### src/rtl/pfs_pkg.sv
package pfs_pkg;
  localparam logic [11:0] PFS_FUNC_OFS  = 12'h000;
  localparam logic [11:0] PFS_DIR_OFS   = 12'h004;
  localparam logic [11:0] PFS_LATCH_OFS = 12'h008;
  localparam logic [11:0] PFS_PIN_OFS   = 12'h00C;
  localparam logic [7:0]  PFS_FUNC_RST  = 8'h00;
  localparam logic [7:0]  PFS_DIR_RST   = 8'h00;
  localparam logic [7:0]  PFS_LATCH_RST = 8'h00;
  localparam logic [7:0]  PFS_DIR_READ  = 8'hFF;
  localparam logic [7:0]  PFS_SYNC_RST  = 8'hFF;
  localparam int          PFS_STROBE_BIT = 6;
  localparam int          PFS_CH2_SO_BIT = 5;
  localparam int          PFS_CH2_SI_BIT = 4;
  localparam int          PFS_CH2_CK_BIT = 3;
  localparam int          PFS_CH1_SO_BIT = 2;
  localparam int          PFS_CH1_SI_BIT = 1;
  localparam int          PFS_CH1_CK_BIT = 0;
  localparam int          PFS_CS_BIT     = 7;
endpackage : pfs_pkg

### src/rtl/pfs_port_mux.sv
// How it works
// - Bit 6 set: pin 6 drives strobe always
// - Bit 5 set: pin 5 drives channel 2 data
// - Bit 4 set: pin 4 is channel 2 input
// - Bit 3 set: pin 3 is channel 2 clock
// - Bit 2 set: pin 2 drives channel 1 data
// - Bit 1 set: pin 1 is channel 1 input
// - Bit 0 set: pin 0 is channel 1 clock
// - Bit 7 set: pin 7 is chip-select input
// - Pin 5 direction ignored in serial mode
// - Direction one drives latch, zero is input
//
// The register addresses and the APB register port were decided locally.
`timescale 1ns/10ps
`default_nettype none
module pfs_port_mux (
  input  wire logic        pclk,
  input  wire logic        presetn,
  input  wire logic        psel,
  input  wire logic        penable,
  input  wire logic        pwrite,
  input  wire logic [11:0] paddr,
  input  wire logic [31:0] pwdata,
  output logic      [31:0] prdata,
  output logic             pready,
  output logic             pslverr,
  input  wire logic [7:0]  pin_in,
  output logic      [7:0]  pin_out,
  output logic      [7:0]  pin_oe,
  input  wire logic        strobe_out,
  input  wire logic        ch1_so,
  input  wire logic        ch2_so,
  input  wire logic        ch1_sck_out,
  input  wire logic        ch1_sck_oe,
  input  wire logic        ch2_sck_out,
  input  wire logic        ch2_sck_oe,
  output logic             ch1_si,
  output logic             ch2_si,
  output logic             ch1_sck_in,
  output logic             ch2_sck_in,
  output logic             cs_n
);
  logic [7:0]  func_reg,  func_next;
  logic [7:0]  dir_reg,   dir_next;
  logic [7:0]  latch_reg, latch_next;
  logic [7:0]  s1_reg, s2_reg, s3_reg, filt_reg, filt_next;
  logic [7:0]  out_reg,   out_next;
  logic [7:0]  oe_reg,    oe_next;
  logic [4:0]  in_reg,    in_next;
  logic [31:0] rdata_reg, rdata_next;
  logic        err_reg,   err_next;
  logic [7:0]  alt_out, alt_oe, pin_state;
  logic        wr_en, setup, hit;

  assign pready  = 1'b1;
  assign prdata  = rdata_reg;
  assign pslverr = err_reg;
  assign pin_out = out_reg;
  assign pin_oe  = oe_reg;
  assign {cs_n, ch2_si, ch2_sck_in, ch1_si, ch1_sck_in} = in_reg;

  assign setup = psel && !penable;
  assign wr_en = psel && penable && pwrite;
  assign hit   = (paddr == pfs_pkg::PFS_FUNC_OFS) || (paddr == pfs_pkg::PFS_DIR_OFS) ||
                 (paddr == pfs_pkg::PFS_LATCH_OFS) || (paddr == pfs_pkg::PFS_PIN_OFS);

  // Register writes
  always_comb begin
    func_next  = func_reg;
    dir_next   = dir_reg;
    latch_next = latch_reg;
    if (wr_en) begin
      case (paddr)
        pfs_pkg::PFS_FUNC_OFS:  func_next  = pwdata[7:0];
        pfs_pkg::PFS_DIR_OFS:   dir_next   = pwdata[7:0];
        pfs_pkg::PFS_LATCH_OFS: latch_next = pwdata[7:0];
        default: ;
      endcase
    end
  end

  // Read data and error captured in setup, shown in access
  always_comb begin
    rdata_next = rdata_reg;
    err_next   = err_reg;
    if (setup) begin
      err_next   = !hit;
      rdata_next = 32'h0000_0000;
      if (!pwrite) begin
        case (paddr)
          pfs_pkg::PFS_FUNC_OFS:  rdata_next[7:0] = func_reg;
          pfs_pkg::PFS_DIR_OFS:   rdata_next[7:0] = pfs_pkg::PFS_DIR_READ;
          pfs_pkg::PFS_LATCH_OFS: rdata_next[7:0] = latch_reg;
          pfs_pkg::PFS_PIN_OFS:   rdata_next[7:0] = pin_state;
          default: ;
        endcase
      end
    end
  end

  assign alt_out = {1'b0, strobe_out, ch2_so, 1'b0, ch2_sck_out, ch1_so, 1'b0, ch1_sck_out};
  assign alt_oe  = {1'b0, 1'b1, 1'b1, 1'b0, ch2_sck_oe, 1'b1, 1'b0, ch1_sck_oe};

  // Per-pin mux and input filter
  genvar i;
  generate
    for (i = 0; i < 8; i++) begin : g_pin
      always_comb begin
        out_next[i]  = func_reg[i] ? alt_out[i] : latch_reg[i];
        oe_next[i]   = func_reg[i] ? alt_oe[i]  : dir_reg[i];
        filt_next[i] = (s2_reg[i] == s3_reg[i]) ? s2_reg[i] : filt_reg[i];
        pin_state[i] = (dir_reg[i] && !func_reg[i]) ? latch_reg[i] : filt_reg[i];
      end
    end
  endgenerate

  // Alternate inputs idle high when the pin is not assigned
  always_comb begin
    in_next[4] = func_reg[pfs_pkg::PFS_CS_BIT]     ? filt_reg[pfs_pkg::PFS_CS_BIT]     : 1'b1;
    in_next[3] = func_reg[pfs_pkg::PFS_CH2_SI_BIT] ? filt_reg[pfs_pkg::PFS_CH2_SI_BIT] : 1'b1;
    in_next[2] = func_reg[pfs_pkg::PFS_CH2_CK_BIT] ? filt_reg[pfs_pkg::PFS_CH2_CK_BIT] : 1'b1;
    in_next[1] = func_reg[pfs_pkg::PFS_CH1_SI_BIT] ? filt_reg[pfs_pkg::PFS_CH1_SI_BIT] : 1'b1;
    in_next[0] = func_reg[pfs_pkg::PFS_CH1_CK_BIT] ? filt_reg[pfs_pkg::PFS_CH1_CK_BIT] : 1'b1;
  end

  always_ff @(posedge pclk or negedge presetn) begin
    if (!presetn) begin
      func_reg  <= pfs_pkg::PFS_FUNC_RST;
      dir_reg   <= pfs_pkg::PFS_DIR_RST;
      latch_reg <= pfs_pkg::PFS_LATCH_RST;
      s1_reg    <= pfs_pkg::PFS_SYNC_RST;
      s2_reg    <= pfs_pkg::PFS_SYNC_RST;
      s3_reg    <= pfs_pkg::PFS_SYNC_RST;
      filt_reg  <= pfs_pkg::PFS_SYNC_RST;
      out_reg   <= 8'h00;
      oe_reg    <= 8'h00;
      in_reg    <= 5'h1F;
      rdata_reg <= 32'h0000_0000;
      err_reg   <= 1'b0;
    end else begin
      func_reg  <= func_next;
      dir_reg   <= dir_next;
      latch_reg <= latch_next;
      s1_reg    <= pin_in;
      s2_reg    <= s1_reg;
      s3_reg    <= s2_reg;
      filt_reg  <= filt_next;
      out_reg   <= out_next;
      oe_reg    <= oe_next;
      in_reg    <= in_next;
      rdata_reg <= rdata_next;
      err_reg   <= err_next;
    end
  end
endmodule : pfs_port_mux
`default_nettype wire

### config.mk
export PLATFORM = sky130hd
export DESIGN_NAME = pfs_port_mux
export DESIGN_NICKNAME = d
export VERILOG_FILES = /design/src/rtl/pfs_pkg.sv /design/src/rtl/pfs_port_mux.sv
export SDC_FILE = /design/constraint.sdc
export NUM_CORES = 1
export LEC_CHECK = 0
export ABC_AREA = 1
export BUFFER_PORTS_ARGS = -buffer_cell sky130_fd_sc_hd__buf_2
export CAP_MARGIN = 5
export CORE_MARGIN = 5
export CORE_UTILIZATION = 30
export DETAILED_ROUTE_END_ITERATION = 7
export GPL_TIMING_DRIVEN = 0
export PLACE_DENSITY_LB_ADDON = 0.15
export SLEW_MARGIN = 20
export SYNTH_ARGS = -nofsm -noshare
export SYNTH_HDL_FRONTEND = slang
export SYNTH_SLANG_ARGS = --single-unit
### constraint.sdc
create_clock -name pclk -period 1.4 [get_ports pclk]
set_input_delay 0.28 -clock pclk [delete_from_list [all_inputs] [get_ports pclk]]
set_output_delay 0.28 -clock pclk [all_outputs]
set_load 0.03 [all_outputs]
==> flow_summary.toml, run 1 <==
[drt]
route.detailed.drc = 0
drt_wl_total_um = 7970
drtIter0Drc = 104
routed-via-count = 2591
final_antenna_net_count = 0
wl_per_cell_um = 12.0
avgViaCountPerCell = 3.91
dr.pass1.iters = 5

[placement]
io_buffers = 69
placed_area_sq_um = 4360
place_ws_ns = -0.185
gp_congestion = 0.801
dpl.hpwl_um = 5750

[sta]
setup_violations = 0
rsz0062_at_grt = "false"
worst_slack_ns = 0.0804
fin_hold_ws_ns = 0.0416
hold_violations = 0
fin_worst_skew_ns = 0.00497
min_period_over_period_pct = 94.3
period_needed_ns = 1.32
final_max_slew_viol_count = 0
tns_ns = 0
max_clock_freq_mhz = 758

[setup_path]
reg2regPathDepth = 10
required_ns = 1.12
r2r_end = "prdata[3]"
crit_path_top_delay_cell = "dfstp_2"
arrival_ns = 1.04
path_class = "register to output pin"
crit_family = "flip-flops"
endpoint_kind = "output pin"
max_stage_delay_ns = 0.52
ff2ff_setup_slack_ns = 0.18
crit_buf_inv = 1
crit_chain = "buf_2"
r2r_start = "func_reg[3]"
cp-startpoint = "in_reg[3]"
critPathMaxFanout = 1
startpoint_type = "register"

[floorplanning]
start_util_pct = 30.6
ios = 119
dieArea_sq_um = 14600
die_y_um = 121
rows = 40
die_width_um = 121
core_area_sq_um = 12100

[logic_synthesis]
ys_types = 24
synth-seq-cells = 86
yosys_warnings = 0
syn_area_per_cell_sq_um = 9.59
synth_seq_area_share_pct = 59.5
synth.cell_area_sq_um = 3690
netlist_instances = 385

[final_layout]
regArea_sq_um = 2200
drive_above_1_share_pct = 36.6
nNetsFinal = 554
postLayoutCellArea_sq_um = 4690
nFillCells = 1210
syn_to_final_growth_pct = 27.0
antenna_cells = 0
multi_input_area_sq_um = 1160

[clock_tree]
clkTransAtPathRegs_ns = 0.06
post_cts_resized = 0
clockBufferDepth = 2
clkLatencyLatePin_ns = 0.33
cts_buffers = 9
clock-root-buffer = "clkbuf_16"
cts_tree = "done"
htree_levels = 3
post-cts-setup-buffer-count = 0
clock-sinks = 86

[hold_path]
hp-class = "input pin to register"
hold_end = "s1_reg[4]"
min_from = "pin_in[4]"
holdPathStages = 1

[grt]
grt_max_degree = 52
top_usage_layer = "met2"
first_global_vias = 2578
use_met2_pct = 17.4
antenna_found_initial = 1
grt_first_pass_wirelength_um = 13000
overflow = 0
grt_use_met3_pct = 3.50
grtUsageTotal_pct = 11.4
met1_usage_pct = 15.1

[pwr]
vdd_drop_max_v = 0.000696
p_per_area_nw_per_um2 = 1190
p_leak_nw = 2.42
p_total_w = 0.00557

[run_status]
outcome = "complete, no violations"

[job]
maxCapViolCount = 0
where the power goes:
part	internal (W)	switching (W)	leakage (nW)
combinational	0.000168	0.000312	1.27
sequential	0.00263	0.0000372	0.998
clock	0.00151	0.000916	0.153
total	0.00430	0.00126	2.42
kinds of logic (layout without fill, tap and decap cells):
group,after synthesis,count (layout),synth area share (%)
other cells,2,25,0.203
compound gates,27,27,4.37
flops,86,86,59.5
buf+inv,77,164,11.4
simple gates,185,185,22.3
fa+ha+maj,8,8,2.17
cell usage after synthesis:
| library cell | number | area, sq um |
|---|---|---|
| o21ai_2 | 4 | 35.0 |
| nand3_2 | 1 | 10.0 |
| nor2_2 | 1 | 6.26 |
| dfstp_2 | 37 | 972 |
| buf_2 | 1 | 5.00 |
| inv_1 | 40 | 150 |
| nand3_1 | 33 | 165 |
| nor2_4 | 4 | 45.0 |
| clkinv_1 | 1 | 3.75 |
| nor2_1 | 9 | 33.8 |
| buf_4 | 27 | 203 |
| nand2_1 | 124 | 465 |
| nand3_4 | 1 | 17.5 |
| conb_1 | 2 | 7.51 |
| or2_2 | 8 | 50.1 |
| nand2_4 | 1 | 11.3 |
| buf_6 | 4 | 45.0 |
| maj3_1 | 8 | 80.1 |
| o21ai_1 | 22 | 110 |
| a21oi_4 | 1 | 16.3 |
| inv_2 | 4 | 15.0 |
| nand2_2 | 2 | 12.5 |
| dfrtp_1 | 49 | 1230 |
| and3_1 | 1 | 6.26 |
worst max-delay path by stage:
stage / cells after the start / slack (ns) / to
2_1_floorplan: 8 / 0.18 / dir_reg[5]
3_3_place_gp: 1 / -0.68 / pin_oe[5]
3_5_place_dp: 9 / -0.19 / dir_reg[6]
4_1_cts: 1 / 0.06 / ch2_si
5_1_grt: 10 / 0.01 / prdata[3]
6_report: 1 / 0.08 / ch2_si
layout make-up:
class,instances,share of cell area (%)
Timing Repair Buffer,71,8.22
Sequential cell,86,46.9
Buffer,32,5.39
Multi-Input combinational cell,245,24.7
Clock inverter,1,0.160
Clock buffer,15,6.59
Tap cell,168,4.48
Inverter,45,3.60
metal layers:
metal | vias to the layer above | part of all wire, %
met5 | - | 0.088
met4 | 2 | 2.2
met3 | 14 | 6.9
met2 | 65 | 45
met1 | 1159 | 46
li1 | 1351 | -
per-stage QoR:
stage          utilization (%)  cells
2_1_floorplan                -    408
3_3_place_gp              35.9    645
3_5_place_dp              36.2    646
4_1_cts                   38.9    663
5_1_grt                   38.9    663
6_report                  38.9    663
what timing repair did:
action,in CTS,in global routing
endpoints found under the hold margin,24,0
endpoints found under the setup margin,0,0
hold buffers,1,0
placed cells by master (no fill, tap or decap), drive strengths merged:
master,synthesis,layout
a21oi,1,1
and3,1,1
buf,32,102
clkbuf,0,15
clkinv,1,1
clkinvlp,0,1
conb,2,25
dfrtp,49,49
dfstp,37,37
dlygate4sd3,0,1
inv,44,44
maj3,8,8
nand2,127,127
nand3,35,35
nor2,14,14
o21ai,26,26
or2,8,8
Power figures use the tool's default switching activity.
==> inputs of run 2 (changes only) <==
--- a/config.mk
+++ b/config.mk
@@ -13,6 +13,7 @@
 export DETAILED_ROUTE_END_ITERATION = 7
 export GPL_TIMING_DRIVEN = 0
 export PLACE_DENSITY_LB_ADDON = 0.15
+export REMOVE_ABC_BUFFERS = 1
 export SLEW_MARGIN = 20
 export SYNTH_ARGS = -nofsm -noshare
 export SYNTH_HDL_FRONTEND = slang
==> run 2 against run 1 <==
  * Sequential share of layout area rose by 2.0 points
  * Highest routed layer is now met4
  * Critical endpoint is now ch1_si
  * Sequential power barely moved
  * Critical path type unchanged
  * Combinational power decreased by 10%
  * Design area is 4.2% lower
==> flow_summary.toml, run 2 (synthesis gave the netlist of run 1 again) <==
[run_status]
outcome = "complete, no violations"

[clock_tree]
clockBufferDepth = 2
cts_tree = "done"
clkLatencyLatePin_ns = 0.34
clock-root-buffer = "clkbuf_16"
cts_buffers = 9
htree_levels = 3
clock-sinks = 86
clkTransAtPathRegs_ns = 0.06

[pwr]
vdd_drop_max_v = 0.000625
p_sw_share_pct = 23.1
p_per_area_nw_per_um2 = 1240
switching_power_w = 0.00128
p_clk_share_pct = 44.3
intPower_w = 0.00428
p_leak_nw = 2.27
power_frac_seq_pct = 47.9
p_total_w = 0.00556
pwr-share-comb_pct = 7.7

[placement]
place_ws_ns = -0.908
dpl.hpwl_um = 5190
placed_area_sq_um = 4110
gp_congestion = 0.700
io_buffers = 69

[setup_path]
crit_chain = "buf_2"
r2r_start = "func_reg[3]"
max_stage_delay_ns = 0.51
critPathMaxFanout = 1
cp-startpoint = "in_reg[1]"
path_class = "register to output pin"
crit_buf_inv = 1
endpoint_kind = "output pin"
arrival_ns = 1.03
reg2regPathDepth = 10
crit_path_end = "ch1_si"
required_ns = 1.12
crit_family = "flip-flops"
worst-path-stages = 1
r2r_end = "prdata[3]"
ff2ff_setup_slack_ns = 0.23
crit_path_top_delay_cell = "dfstp_2"
startpoint_type = "register"

[floorplanning]
die_width_um = 121
dieArea_sq_um = 14600
core_area_sq_um = 12100
die_y_um = 121
rows = 40
ios = 119
start_util_pct = 30.6

[sta]
fin_worst_skew_ns = 0.00688
period_needed_ns = 1.31
hold_violations = 0
max_clock_freq_mhz = 763
final_max_slew_viol_count = 0
worst_slack_ns = 0.0889
min_period_over_period_pct = 93.7
setup_violations = 0

[grt]
grt_max_degree = 51
grtUsageTotal_pct = 11.6
antenna_found_initial = 0
first_global_vias = 2573
grt_first_pass_wirelength_um = 12900
overflow = 0

[final_layout]
drive_above_1_share_pct = 33.8
nNetsFinal = 527
nFillCells = 1243
antenna_cells = 0
final_common_cell = "nand2_1"
most-common-layout-cells = "nand2_1, buf_2, dfrtp_1"
syn_to_final_growth_pct = 21.8
postLayoutCellArea_sq_um = 4500

[drt]
drtIter0Drc = 107
avgViaCountPerCell = 4.07
route.detailed.drc = 0
routed-via-count = 2586
drt_wl_total_um = 8040
wl_per_cell_um = 12.6
dr.pass1.iters = 4
final_antenna_net_count = 0

[hold_path]
min_from = "pin_in[4]"
hp-class = "input pin to register"

[job]
maxCapViolCount = 0
run 2: changes by cell type in the layout (fill, tap and decap cells not counted), sizes merged:
cell and delta:
clkbuf -2, clkinv +1, bufinv +1, buf -28, nor2 +1
run 2: power groups by stage:
stage	registers (W)	clock network [W]	logic (W)
2_1_floorplan	0.00276	0	0.000193
6_report	0.00267	0.00246	0.000431
5_1_grt	0.00268	0.00266	0.000478
3_3_place_gp	0.00271	0	0.000414
3_5_place_dp	0.00271	0	0.000429
4_1_cts	0.00267	0.00257	0.000435
run 2: cell type report:
class | count | area (sq um) | area share [%]
timing repair buffer | 75 | 415 | 9.24
clock inverter | 3 | 42.5 | 0.946
inverter | 45 | 169 | 3.76
clock buffer | 13 | 270 | 6.01
sequential | 86 | 2200 | 48.9
tap | 168 | 210 | 4.68
multi-input combinational | 246 | 1190 | 26.5
run 2: metrics by stage:
stage | util, % | std cells | setup TNS, ns | hold WS (ns)
2_1_floorplan | - | 376 | -3.49 | -0.0156
3_3_place_gp | 33.8 | 613 | -67.04 | 0.345
3_5_place_dp | 34.1 | 614 | -21.22 | 0.287
4_1_cts | 37.1 | 636 | 0 | 0.0229
5_1_grt | 37.3 | 636 | -0.00612 | 0.0234
6_report | 37.3 | 636 | 0 | 0.0413
run 2: worst min-delay path by stage:
| stage | end | cells past startpoint |
|---|---|---|
| after global placement | s2_reg[4] | 0 |
| final | s1_reg[4] | 1 |
| after global routing | s1_reg[4] | 1 |
| after CTS | s1_reg[4] | 1 |
| after floorplan | dir_reg[0] | 0 |
| after detailed placement | dir_reg[1] | 1 |
run 2: layer usage:
layer  up-vias  track usage (%)  part of all wire [%]
met2        85             17.4                    45
met5         -                0                     0
met3        17             3.40                   7.7
li1       1296                -                     -
met1      1188             15.0                    45
met4         0             6.16                   2.7
run 2: timing repair:
item	in CTS	in global routing
buffers inserted	4	0
hold buffers	1	0
gates cloned	1	0
endpoints found under the setup margin	32	10
endpoints found under the hold margin	9	0
gates resized for setup	2	5
pin swaps	1	2
